--- config.mk ---
export PLATFORM = sky130hd
export DESIGN_NAME = stw_top
export DESIGN_NICKNAME = d
export VERILOG_FILES = /design/src/hw/stw_pkg.sv /design/src/hw/stw_divider.sv /design/src/hw/stw_interval.sv /design/src/hw/stw_top.sv
export SDC_FILE = /design/constraint.sdc
export NUM_CORES = 1
export LEC_CHECK = 0
export BUFFER_PORTS_ARGS = -buffer_cell sky130_fd_sc_hd__buf_2
export CAP_MARGIN = 20
export CORE_AREA = 3 3 161 163
export DETAILED_ROUTE_END_ITERATION = 8
export DIE_AREA = 0 0 164 166
export HOLD_SLACK_MARGIN = 0.1
export PLACE_DENSITY = 0.42
export SLEW_MARGIN = 0
export SYNTH_ARGS = -nofsm -noshare
export SYNTH_HDL_FRONTEND = slang
export SYNTH_HIERARCHICAL = 1
export SYNTH_SLANG_ARGS = --single-unit
export TNS_END_PERCENT = 50
--- constraint.sdc ---
create_clock -name clk -period 2.7 [get_ports clk]
set_input_delay 0.54 -clock clk [delete_from_list [all_inputs] [get_ports clk]]
set_output_delay 0.54 -clock clk [all_outputs]
set_load 0.02 [all_outputs]
--- src/hw/stw_pkg.sv ---
package stw_pkg;

   // sfr addresses
   localparam logic [7:0] STW_ADDR_SEC  = 8'hf9;
   localparam logic [7:0] STW_ADDR_MS   = 8'hfa;
   localparam logic [7:0] STW_ADDR_MICROSECOND_DIVIDER = 8'hfb;
   localparam logic [7:0] STW_ADDR_MSL  = 8'hfc;
   localparam logic [7:0] STW_ADDR_MSH  = 8'hfd;
   localparam logic [7:0] STW_ADDR_HMS  = 8'hfe;
   localparam logic [7:0] STW_ADDR_WDT  = 8'hff;

   // reset values
   localparam logic [7:0] STW_RST_SEC  = 8'h7f;
   localparam logic [7:0] STW_RST_MS   = 8'h7f;
   localparam logic [7:0] STW_RST_MICROSECOND_DIVIDER = 8'h03;
   localparam logic [7:0] STW_RST_MSL  = 8'h9f;
   localparam logic [7:0] STW_RST_MSH  = 8'h0f;
   localparam logic [7:0] STW_RST_HMS  = 8'h63;
   localparam logic [7:0] STW_RST_WDT  = 8'h00;

   // field positions and widths
   localparam int STW_LOAD_NOW_BIT = 7;
   localparam int STW_WDT_EN_BIT   = 7;
   localparam int STW_WDT_DIS_BIT  = 6;
   localparam int STW_WDT_RST_BIT  = 5;
   localparam int STW_CNT_W        = 7;
   localparam int STW_MICROSECOND_DIVIDER_W       = 6;
   localparam int STW_MSDIV_W      = 16;
   localparam int STW_WDT_W        = 5;

   // one sfr access from the core, all on clk
   typedef struct packed {
      logic       wr;
      logic       rd;
      logic [7:0] addr;
      logic [7:0] wdata;
   } stw_sfr_t;

endpackage

--- src/hw/stw_divider.sv ---
`timescale 1ns/1ps
module stw_divider
   import stw_pkg::*;
#(
   parameter int W = 16
)(
   input  wire logic         clk,
   input  wire logic         sys_rst,
   input  wire logic         run,
   input  wire logic [W-1:0] divisor,
   output logic              tick
);

   typedef struct packed {
      logic [W-1:0] cnt;
      logic         tick;
   } stw_div_st_t;

   stw_div_st_t s;
   stw_div_st_t next_s;

   always_comb begin
      next_s = s;
      next_s.tick = 1'b0;
      if (run) begin
         // >= so a divisor lowered below the count cannot wrap
         if (s.cnt >= divisor) begin
            next_s.cnt = '0;
            next_s.tick = 1'b1;
         end else begin
            next_s.cnt = W'(s.cnt + 1'b1);
         end
      end
   end

   always_ff @(posedge clk) begin
      if (sys_rst) begin
         s <= '0;
      end else begin
         s <= next_s;
      end
   end

   assign tick = s.tick;
endmodule

--- src/hw/stw_interval.sv ---
`timescale 1ns/1ps
module stw_interval
   import stw_pkg::*;
#(
   parameter int         W   = 7,
   parameter logic [6:0] RST = 7'h7f
)(
   input  wire logic         clk,
   input  wire logic         sys_rst,
   input  wire logic         step,
   input  wire logic         load,
   input  wire logic [W-1:0] value,
   output logic              expire
);

   typedef struct packed {
      logic [W-1:0] cnt;
      logic         expire;
   } stw_int_st_t;

   stw_int_st_t s;
   stw_int_st_t next_s;

   always_comb begin
      next_s = s;
      next_s.expire = 1'b0;
      if (load) begin
         next_s.cnt = value;
      end else if (step) begin
         if (s.cnt == '0) begin
            // the held value is only taken here, at expiry
            next_s.cnt = value;
            next_s.expire = 1'b1;
         end else begin
            next_s.cnt = W'(s.cnt - 1'b1);
         end
      end
   end

   always_ff @(posedge clk) begin
      if (sys_rst) begin
         s.cnt <= RST[W-1:0];
         s.expire <= 1'b0;
      end else begin
         s <= next_s;
      end
   end

   assign expire = s.expire;
endmodule

--- src/hw/stw_top.sv ---
`timescale 1ns/1ps
// Behaviour
// - millisecond tick every divider high*256 plus low plus one clocks
// - hundred-ms tick every hundred_ms_divisor plus one millisecond ticks
// - microsecond tick every divisor plus one clocks; top two bits zero
// - seconds event every seconds_count plus one hundred-ms ticks
// - milliseconds event every milliseconds_count plus one ms ticks
// - write with load_now low takes effect at the next expiry
// - write with load_now high loads at once; load_now reads zero
// - reading seconds register clears seconds flag
// - reading milliseconds register clears milliseconds flag
// - writing enable bit one then zero starts watchdog counting
// - writing disable bit one then zero stops watchdog counting
// - writing restart bit one then zero clears the watchdog counter
// - watchdog expiry falls count+1 to count+2 periods after restart
// - system timer powerdown stops all ticks and interval timers
// - watchdog powerdown stops the watchdog
// - watchdog event goes high priority when priority bit set
module stw_top
   import stw_pkg::*;
(
   input  wire logic       clk,
   input  wire logic       sys_rst,
   input  wire stw_sfr_t   sfr,
   input  wire logic       tick_timer_powerdown,
   input  wire logic       watchdog_powerdown,
   input  wire logic       watchdog_irq_priority,
   output logic [7:0]      sfr_rdata,
   output logic            microsecond_divider_tick,
   output logic            ms_divider_value_tick,
   output logic            hundred_ms_tick,
   output logic            seconds_irq,
   output logic            milliseconds_irq,
   output logic            wdt_counting,
   output logic            wdt_expire,
   output logic            wdt_irq_high,
   output logic            wdt_irq_low
);

   typedef struct packed {
      logic [7:0]           sec_val;
      logic [7:0]           ms_val;
      logic [7:0]           microsecond_divider;
      logic [7:0]           msl;
      logic [7:0]           msh;
      logic [7:0]           hms_val;
      logic [7:0]           wdt_ctl;
      logic                 sec_flag;
      logic                 ms_flag;
      logic                 wdt_en;
      logic [STW_WDT_W:0]   wdt_cnt;
      logic [7:0]           rdata;
      logic                 wdt_exp;
      logic                 irq_hi;
      logic                 irq_lo;
   } stw_top_st_t;

   localparam stw_top_st_t STW_TOP_RST = '{
      sec_val:  STW_RST_SEC,
      ms_val:   STW_RST_MS,
      microsecond_divider:     STW_RST_MICROSECOND_DIVIDER,
      msl:      STW_RST_MSL,
      msh:      STW_RST_MSH,
      hms_val:  STW_RST_HMS,
      wdt_ctl:  STW_RST_WDT,
      sec_flag: 1'b0,
      ms_flag:  1'b0,
      wdt_en:   1'b0,
      wdt_cnt:  '0,
      rdata:    8'h00,
      wdt_exp:  1'b0,
      irq_hi:   1'b0,
      irq_lo:   1'b0
   };

   stw_top_st_t s;
   stw_top_st_t next_s;

   function automatic logic wr_hit(input stw_sfr_t b, input logic [7:0] a);
      return b.wr && (b.addr == a);
   endfunction

   function automatic logic rd_hit(input stw_sfr_t b, input logic [7:0] a);
      return b.rd && (b.addr == a);
   endfunction

   // a one-then-zero sequence: stored bit high, new write drops it
   function automatic logic seq_hit(input stw_sfr_t b,
                                    input logic [7:0] held,
                                    input int bitpos);
      return wr_hit(b, STW_ADDR_WDT) && held[bitpos] && !b.wdata[bitpos];
   endfunction

   logic                 timers_run;
   logic                 sec_load;
   logic                 ms_load;
   logic                 hms_load;
   logic [STW_CNT_W-1:0] sec_value;
   logic [STW_CNT_W-1:0] ms_value;
   logic [STW_CNT_W-1:0] hms_value;
   logic                 sec_exp;
   logic                 ms_exp;
   logic                 en_seq;
   logic                 dis_seq;
   logic                 rst_seq;
   logic                 wdt_run;
   logic [STW_WDT_W:0]   wdt_term;

   assign timers_run = !tick_timer_powerdown;

   // load_now decode; immediate writes pass the new value straight through
   assign sec_load = wr_hit(sfr, STW_ADDR_SEC) && sfr.wdata[STW_LOAD_NOW_BIT];
   assign ms_load  = wr_hit(sfr, STW_ADDR_MS)  && sfr.wdata[STW_LOAD_NOW_BIT];
   assign hms_load = wr_hit(sfr, STW_ADDR_HMS) && sfr.wdata[STW_LOAD_NOW_BIT];
   assign sec_value = sec_load ? sfr.wdata[STW_CNT_W-1:0]
                               : s.sec_val[STW_CNT_W-1:0];
   assign ms_value  = ms_load ? sfr.wdata[STW_CNT_W-1:0]
                              : s.ms_val[STW_CNT_W-1:0];
   assign hms_value = hms_load ? sfr.wdata[STW_CNT_W-1:0]
                               : s.hms_val[STW_CNT_W-1:0];

   stw_divider #(
      .W       (STW_MICROSECOND_DIVIDER_W)
   ) u_microsecond_divider (
      .clk     (clk),
      .sys_rst (sys_rst),
      .run     (timers_run),
      .divisor (s.microsecond_divider[STW_MICROSECOND_DIVIDER_W-1:0]),
      .tick    (microsecond_divider_tick)
   );

   stw_divider #(
      .W       (STW_MSDIV_W)
   ) u_ms_divider_value (
      .clk     (clk),
      .sys_rst (sys_rst),
      .run     (timers_run),
      .divisor ({s.msh, s.msl}),
      .tick    (ms_divider_value_tick)
   );

   stw_interval #(
      .W       (STW_CNT_W),
      .RST     (STW_RST_HMS[STW_CNT_W-1:0])
   ) u_hms (
      .clk     (clk),
      .sys_rst (sys_rst),
      .step    (ms_divider_value_tick),
      .load    (hms_load),
      .value   (hms_value),
      .expire  (hundred_ms_tick)
   );

   stw_interval #(
      .W       (STW_CNT_W),
      .RST     (STW_RST_MS[STW_CNT_W-1:0])
   ) u_ms (
      .clk     (clk),
      .sys_rst (sys_rst),
      .step    (ms_divider_value_tick),
      .load    (ms_load),
      .value   (ms_value),
      .expire  (ms_exp)
   );

   stw_interval #(
      .W       (STW_CNT_W),
      .RST     (STW_RST_SEC[STW_CNT_W-1:0])
   ) u_sec (
      .clk     (clk),
      .sys_rst (sys_rst),
      .step    (hundred_ms_tick),
      .load    (sec_load),
      .value   (sec_value),
      .expire  (sec_exp)
   );

   assign en_seq  = seq_hit(sfr, s.wdt_ctl, STW_WDT_EN_BIT);
   assign dis_seq = seq_hit(sfr, s.wdt_ctl, STW_WDT_DIS_BIT);
   assign rst_seq = seq_hit(sfr, s.wdt_ctl, STW_WDT_RST_BIT);
   assign wdt_run = s.wdt_en && !watchdog_powerdown;
   // one extra tick: a restart lands anywhere in a tick period, so the
   // expiry falls count plus one to count plus two periods after it
   assign wdt_term = {1'b0, s.wdt_ctl[STW_WDT_W-1:0]} + 1'b1;

   always_comb begin
      next_s = s;
      next_s.wdt_exp = 1'b0;
      next_s.irq_hi = 1'b0;
      next_s.irq_lo = 1'b0;

      // register writes; load_now is never stored so it reads zero
      if (wr_hit(sfr, STW_ADDR_SEC)) begin
         next_s.sec_val = {1'b0, sfr.wdata[STW_CNT_W-1:0]};
      end
      if (wr_hit(sfr, STW_ADDR_MS)) begin
         next_s.ms_val = {1'b0, sfr.wdata[STW_CNT_W-1:0]};
      end
      if (wr_hit(sfr, STW_ADDR_HMS)) begin
         next_s.hms_val = {1'b0, sfr.wdata[STW_CNT_W-1:0]};
      end
      if (wr_hit(sfr, STW_ADDR_MICROSECOND_DIVIDER)) begin
         next_s.microsecond_divider = {2'b00, sfr.wdata[STW_MICROSECOND_DIVIDER_W-1:0]};
      end
      if (wr_hit(sfr, STW_ADDR_MSL)) begin
         next_s.msl = sfr.wdata;
      end
      if (wr_hit(sfr, STW_ADDR_MSH)) begin
         next_s.msh = sfr.wdata;
      end
      if (wr_hit(sfr, STW_ADDR_WDT)) begin
         next_s.wdt_ctl = sfr.wdata;
      end

      // pending flags: a new event in the read cycle survives the read
      next_s.sec_flag = (s.sec_flag && !rd_hit(sfr, STW_ADDR_SEC))
                        || sec_exp;
      next_s.ms_flag  = (s.ms_flag && !rd_hit(sfr, STW_ADDR_MS))
                        || ms_exp;

      // enable then disable order, so a write doing both leaves it off
      if (en_seq) begin
         next_s.wdt_en = 1'b1;
      end
      if (dis_seq) begin
         next_s.wdt_en = 1'b0;
      end

      if (rst_seq) begin
         next_s.wdt_cnt = '0;
      end else if (wdt_run && hundred_ms_tick) begin
         if (s.wdt_cnt >= wdt_term) begin
            next_s.wdt_cnt = '0;
            next_s.wdt_exp = 1'b1;
            next_s.irq_hi  = watchdog_irq_priority;
            next_s.irq_lo  = !watchdog_irq_priority;
         end else begin
            next_s.wdt_cnt = (STW_WDT_W+1)'(s.wdt_cnt + 1'b1);
         end
      end

      // read data is captured on the read strobe, unmapped reads give zero
      if (sfr.rd) begin
         case (sfr.addr)
            STW_ADDR_SEC:  next_s.rdata = s.sec_val;
            STW_ADDR_MS:   next_s.rdata = s.ms_val;
            STW_ADDR_MICROSECOND_DIVIDER: next_s.rdata = s.microsecond_divider;
            STW_ADDR_MSL:  next_s.rdata = s.msl;
            STW_ADDR_MSH:  next_s.rdata = s.msh;
            STW_ADDR_HMS:  next_s.rdata = s.hms_val;
            STW_ADDR_WDT:  next_s.rdata = s.wdt_ctl;
            default:       next_s.rdata = 8'h00;
         endcase
      end
   end

   always_ff @(posedge clk) begin
      if (sys_rst) begin
         s <= STW_TOP_RST;
      end else begin
         s <= next_s;
      end
   end

   assign sfr_rdata        = s.rdata;
   assign seconds_irq      = s.sec_flag;
   assign milliseconds_irq = s.ms_flag;
   assign wdt_counting     = s.wdt_en;
   assign wdt_expire       = s.wdt_exp;
   assign wdt_irq_high     = s.irq_hi;
   assign wdt_irq_low      = s.irq_lo;
endmodule

==> flow_summary.json, run 1 <==
{
  "status": "finished, final reports clean",
  "timing.final.ws_setup_ns": 0.424,
  "netlist_area_um2": 7080,
  "grt_start_max_net_pins": 47,
  "fraction_of_the_mapped_netlist_area_in_adder_cells_pct": 6.71,
  "nNetsFinal": 879,
  "crit_chain": "ha_1, nand3_1, xor2_1, ha_1, o21ai_0, nor2_1, a21oi_2, a21bo_2, a21oi_1",
  "max_cap_viols": 0,
  "final_layout_size_suffix_gt1_share_pct": 20.7,
  "post_synth_xor_area_fraction_pct": 3.46,
  "final-max-slew-violation-count": 0,
  "critPathArrivalTime_ns": 2.63,
  "drt_iter0_drc": 354,
  "drt_drc_violations_left": 0,
  "critical-path-top-delay-family": "compound AO/OA/AOI/OAI gates",
  "detail_route.first_pass.iterations": 5,
  "yosysUniqueCellTypes": 71,
  "die_width_um": 164,
  "cp-end-kind": "register",
  "synth.area.top_cells": "dfxtp_1 34%, ha_1 6.7%, mux2i_1 5.4%",
  "critPathRequiredTime_ns": 3.05,
  "vias": 5729,
  "dr_wl_cell_um": 18.0,
  "synth_compound_gate_area_share_pct": 17.0,
  "clkTransAtPathRegs_ns": 0.05,
  "cts.sink_count": 119,
  "worst_clock_skew_ns": 0.00535,
  "routabilityCongestion": 0.797,
  "portion_of_synthesized_cell_area_occupied_by_the_leading_cell_type_pct": 33.6,
  "synth_cells": 782,
  "period_share_pct": 84.3,
  "finalSetupViolations": 0,
  "timing.reg2reg.setup_slack_ns": 0.42,
  "final_period_minus_worst_setup_slack_ns": 2.28,
  "irDropWorstVdd_v": 0.000255,
  "htreeDepth": 4,
  "yosysTopAreaCell": "dfxtp_1",
  "worstSetupStartpointType": "register",
  "cts_max_path_buffers": 2,
  "synth_enable_flop_cells": 0,
  "core.rowCount": 57,
  "timing_worst_setup_path_type": "reg -> reg",
  "worst_path_max_delay_cell": "dfxtp_1",
  "ys_ff_latch": 119,
  "unrepaired_setup_endpoints_after_global_routing": "false",
  "synthMuxAreaShare_pct": 10.4,
  "final-hold-violation-count": 0,
  "dp.final_hpwl_mm": 15.3,
  "core-area_um2": 24500,
  "grt.total_usage_pct": 15.6,
  "numPortBuffers": 39,
  "crit-reg2reg-launch": "s[20]",
  "max_slew_margin_pct": 59.9,
  "first_global_vias": 5504,
  "tritoncts_clock_tree": "built",
  "layout_commonest_cell": "dfxtp_1",
  "post_cts_resize_count": 0,
  "grt-ovfl-total": 0,
  "yosysWarningCount": 6,
  "timing.hold.worst.start": "watchdog_irq_priority",
  "start_util_pct": 28.9,
  "worst_hold_slack_ns": 0.319,
  "grt_antenna_before_repair": 0,
  "layout.core_utilization_pct": 33.8,
  "finalWirelength_mm": 20.8,
  "post_cts_setup_buffer_count": 0,
  "clock.fmax_ghz": 0.439,
  "total_leakage_power_nw": 3.29,
  "clk_root_buffer_cell": "clkbuf_16",
  "worst-path-buf-inv": 0,
  "layout.cells.most_common_list": "119 x dfxtp_1, 49 x nor2_1, 42 x inv_1",
  "hold_depth": 2,
  "postCtsHoldBufs": 0,
  "insertion_delay_to_the_later_sink_of_the_worst_skew_pair_ns": 0.42,
  "number_of_cells_traversed_by_the_worst_register_to_register_path": 9,
  "rr_endpoint": "s[16]",
  "synth-seq-area-share_pct": 33.6,
  "fp.dieH_um": 166,
  "worst_slew_pin_slew_ns": 0.602,
  "power.density_nw_per_um2": 516,
  "min_delay_worst_endpoint": "wdt_irq_low",
  "worst_path_largest_cell_delay_ns": 0.44,
  "cpMostUsedCell": "ha_1",
  "route.detailed.vias_per_inst": 4.96,
  "synth_async_sr_flop_share_pct": 0,
  "synthSimpleGateAreaFrac_pct": 22.8,
  "setup_tns_ns": 0,
  "worst_min_path_class": "in -> reg",
  "detailedPlace.worstSlack_ns": 0.118,
  "synth-main-ff-cell": "dfxtp_1",
  "syn_to_final_growth_pct": 16.7,
  "numCtsBuffers": 17,
  "postSynthAreaPerCell_um2": 9.05,
  "critPathMaxFanout": 10,
  "grt_first_pass_wirelength_mm": 32.9,
  "design.die.area_um2": 27200,
  "synth_top_family_by_area": "simple AND/OR/NAND/NOR gates",
  "drtAntennaViolNets": 0,
  "io-pin-count": 40,
  "syn_nets": 843
}
-- registers in the layout (all words and copies together) (netlist names) --
name,count
sfr_rdata,8
u_sec/expire,1
u_microsecond_divider/tick,1
wdt_counting,1
u_microsecond_divider/s,6
u_hms/s,7
u_sec/s,7
u_ms/expire,1
u_ms/s,7
seconds_irq,1
u_ms_divider_value/tick,1
u_hms/expire,1
wdt_expire,1
s,57
wdt_irq_high,1
u_ms_divider_value/s,16
wdt_irq_low,1
milliseconds_irq,1
-- final cells by class --
| type | count | area [um2] |
|---|---|---|
| clock inverter | 8 | 70.1 |
| timing repair buffer | 71 | 450 |
| antenna | 1 | 2.50 |
| fill | 2568 | 16200 |
| inverter | 42 | 158 |
| multi-input combinational | 567 | 4280 |
| tap | 324 | 405 |
| sequential | 119 | 2380 |
| clock buffer | 23 | 508 |
-- per-stage QoR --
step           cells  instance area [um2]  total power, W
4_1_cts         1154                 8260         0.00434
2_1_floorplan    782                 7080         0.00198
5_1_grt         1154                 8260         0.00443
3_5_place_dp    1123                 7680         0.00208
3_3_place_gp    1123                 7680         0.00208
6_report        1155                 8260         0.00426
-- logic make-up after synthesis --
logic type | Yosys count
compound gates | 161
xor+xnor | 28
fa+ha+maj | 38
buf+inv | 96
flops | 119
mux | 67
simple gates | 273
-- power by group --
part           switching (W)  internal, W
registers          0.0000143      0.00177
clock network       0.000826      0.00140
logic               0.000166    0.0000917
total                0.00101      0.00326
-- cell usage after synthesis, types with 5 or more instances --
library cell and number:
buf_4 9, o21ai_0 19, xnor2_1 9, nor2b_1 37, a31oi_1 5, inv_1 42
clkbuf_1 27, nor3_2 12, nand2b_1 13, a22oi_1 7, buf_2 14, a211o_1 31
nor2_1 49, xor2_1 19, dfxtp_1 119, o31ai_1 9, mux2i_1 38, nor3b_1 18
nand3b_1 6, nand2_1 35, nor3_1 18, mux2_4 5, and3_1 13, and2_1 6
nand4_1 13, nand3_1 21, a21oi_1 33, ha_1 38, mux2_2 23, a211oi_1 14
-- worst max-delay path by stage --
| stage | start | end | cells after the start |
|---|---|---|---|
| after floorplan | sfr[14] | u_sec/s[7] | 8 |
| after global placement | sfr[14] | u_hms/s[2] | 9 |
| after global routing | s[20] | s[16] | 9 |
| after CTS | s[20] | s[16] | 9 |
| final | s[20] | s[16] | 9 |
| after detailed placement | sfr[14] | u_hms/s[1] | 9 |
-- layer usage --
layer	up-vias	part of all wire (%)	GRT usage (%)
met1	2710	51	23.0
li1	2903	-	-
met2	93	44	23.1
met3	23	3.4	2.92
met5	-	0	0
met4	0	1.4	4.74
Note: power is estimated with default switching activity, not from simulation.
==> run 2, diff against run 1 <==
==> constraint.sdc (replaced) <==
create_clock -name clk -period 1.8 [get_ports clk]
set_input_delay 0.36 -clock clk [delete_from_list [all_inputs] [get_ports clk]]
set_output_delay 0.36 -clock clk [all_outputs]
set_load 0.02 [all_outputs]
==> run 2 against run 1 <==
The flow now finishes with violations (negative setup slack). Clock power up 62%. Hold slack got worse by 0.0087 ns. First-iteration DRC count up 2.5%. Count of clock-buffer cells in the layout is 3 lower. Non-clock buffer count increased by 96. Cell area is 15% higher. Via count grew 6.9%. Sequential power grew 50%. Highest routed layer unchanged. Power increased by 58%. Cell count rose by 8.3%.
==> flow_summary.json, run 2 (synthesis results as in run 1) <==
{
  "timing.critical_path.to": "s[15]",
  "p_sw_share_pct": 23.9,
  "nNetsFinal": 975,
  "core.rowCount": 57,
  "syn_to_final_growth_pct": 34.1,
  "grt-ovfl-total": 0,
  "clk_root_buffer_cell": "clkbuf_16",
  "finalInstanceArea_um2": 9490,
  "vias": 6124,
  "layout.cells.most_common_list": "118 x buf_4, 104 x dfxtp_1, 49 x nor2_1, 38 x mux2i_1, 36 x nor2b_1",
  "final_layout_size_suffix_gt1_share_pct": 36.4,
  "clkTransAtPathRegs_ns": 0.06,
  "routabilityCongestion": 0.851,
  "cell_internal_pwr_w": 0.00513,
  "layout_commonest_cell": "buf_4",
  "numPortBuffers": 39,
  "drt_drc_violations_left": 0,
  "unrepaired_setup_endpoints_after_global_routing": "true",
  "max_slew_margin_pct": 63.4,
  "max_cap_viols": 0,
  "critical-path-top-delay-family": "compound AO/OA/AOI/OAI gates",
  "design.die.area_um2": 27200,
  "critPathMaxFanout": 7,
  "route.detailed.vias_per_inst": 4.90,
  "insertion_delay_to_the_later_sink_of_the_worst_skew_pair_ns": 0.42,
  "worst_clock_skew_ns": 0.0116,
  "htreeDepth": 4,
  "largest_register_ffs": 57,
  "final_period_minus_worst_setup_slack_ns": 1.88,
  "total_leakage_power_nw": 3.81,
  "finalSetupViolations": 16,
  "timing.final.ws_setup_ns": -0.0769,
  "failed_checks": "negative setup slack",
  "number_of_cells_traversed_by_the_worst_register_to_register_path": 9,
  "dr_wl_cell_um": 17.6,
  "cp_num_cells": 9,
  "crit_chain": "ha_4, nand3_2, xor2_1, ha_1, a41o_1, a21oi_2, buf_6, nand3_1, a31oi_1",
  "worst_path_largest_cell_delay_ns": 0.38,
  "numCtsBuffers": 17,
  "power.density_nw_per_um2": 710,
  "critPathRequiredTime_ns": 2.14,
  "cts_max_path_buffers": 2,
  "timing_worst_setup_path_type": "reg -> reg",
  "cp-end-kind": "register",
  "power_frac_seq_pct": 39.6,
  "grt_start_max_net_pins": 35,
  "period_share_pct": 104,
  "worstSetupStartpointType": "register",
  "status": "finished with violations",
  "place_area_um2": 8500,
  "irDropWorstVdd_v": 0.000509,
  "dp.final_hpwl_mm": 16.3,
  "timing.reg2reg.setup_slack_ns": -0.08,
  "stdcell_count": 1251,
  "design_power_total_w": 0.00674,
  "first_global_vias": 6149,
  "worst-path-buf-inv": 1,
  "regMostFlops": "s",
  "die_width_um": 164,
  "core-area_um2": 24500,
  "grt_first_pass_wirelength_mm": 35.0,
  "layout.filler_cells": 2494,
  "p_comb_share_pct": 7.1,
  "critPathArrivalTime_ns": 2.22,
  "final-max-slew-violation-count": 0,
  "power.clock.fraction_pct": 53.3,
  "switchingPower_w": 0.00161,
  "finalWirelength_mm": 22.1,
  "worst_slew_pin_slew_ns": 0.544,
  "crit-reg2reg-launch": "s[20]",
  "worst_min_path_class": "in -> reg",
  "drt_iter0_drc": 363,
  "cts.sink_count": 119,
  "drtAntennaViolNets": 0,
  "detail_route.first_pass.iterations": 5,
  "grt_antenna_before_repair": 0,
  "start_util_pct": 28.9,
  "grt.total_usage_pct": 16.6,
  "final-hold-violation-count": 0,
  "dp_cells": 1217,
  "n_antenna_cell": 0,
  "fp.dieH_um": 166,
  "io-pin-count": 40,
  "clock.fmax_ghz": 0.533,
  "worst_path_max_delay_cell": "dfxtp_4",
  "tritoncts_clock_tree": "built",
  "rr_endpoint": "s[15]",
  "timing.critical_path.from": "s[20]"
}
## run 2: cell count changes in the layout (fill, tap and decap cells not counted), sizes merged
cell	delta
bufinv	+2
clkinv	+1
dlygate4sd3	+1
clkbuf	-3
buf	+95
clkinvlp	+1
diode	-1
## run 2: through the flow
step                TNS (ns)  util (%)  worst slack (ns)  hold slack [ns]
CTS                   -0.742      38.5           -0.0854            0.302
detailed placement    -14.58      34.8            -0.501            0.464
floorplan              -5.45         -            -0.472            0.413
finish                -0.528      38.8           -0.0769            0.310
global route           -2.67      38.8            -0.199            0.311
global placement      -14.45      34.8            -0.500            0.459
## run 2: power by group through the flow
stage | Sequential, W | Clock [W] | Combinational (W)
2_1_floorplan | 0.00272 | 0 | 0.000246
3_3_place_gp | 0.00273 | 0 | 0.000460
3_5_place_dp | 0.00273 | 0 | 0.000457
4_1_cts | 0.00267 | 0.00370 | 0.000472
5_1_grt | 0.00267 | 0.00382 | 0.000521
6_report | 0.00267 | 0.00359 | 0.000480
## run 2: worst min path at each step
stage                       end    startpoint  cells after the start  slack, ns
3_3_place_gp       sfr_rdata[7]  sfr_rdata[7]                      2       0.46
3_5_place_dp       sfr_rdata[5]  sfr_rdata[5]                      2       0.46
5_1_grt                   s[66]        sfr[6]                      2       0.31
6_report                  s[66]        sfr[6]                      2       0.31
4_1_cts                   s[24]       sys_rst                      2       0.30
2_1_floorplan  milliseconds_irq   u_ms/expire                      2       0.41
## run 2: final cells by class
cell class	instances	area, um2	area share (%)
Tap cell	324	405	4.27
Inverter	42	158	1.66
Sequential cell	119	2410	25.3
Multi-Input combinational cell	567	4620	48.7
Timing Repair Buffer	167	1290	13.6
Clock buffer	20	467	4.92
Clock inverter	12	150	1.58
## run 2: layer usage
| metal | part of all wire [%] | wire length, um | vias up | GRT usage [%] |
|---|---|---|---|---|
| met4 | 1.3 | 279 | 0 | 4.85 |
| met3 | 3.4 | 748 | 17 | 3.12 |
| met1 | 49 | 10800 | 2920 | 23.2 |
| li1 | - | - | 3093 | - |
| met5 | 0 | 0 | - | 0 |
| met2 | 47 | 10300 | 94 | 26.0 |
## run 2: what timing repair did
action	CTS	global route
cloned	1	0
endpoints found under the hold margin	1	0
pin swaps	22	18
resized for setup	63	24
setup endpoints to repair	32	42
hold buffers	1	0
setup buffers	1	1
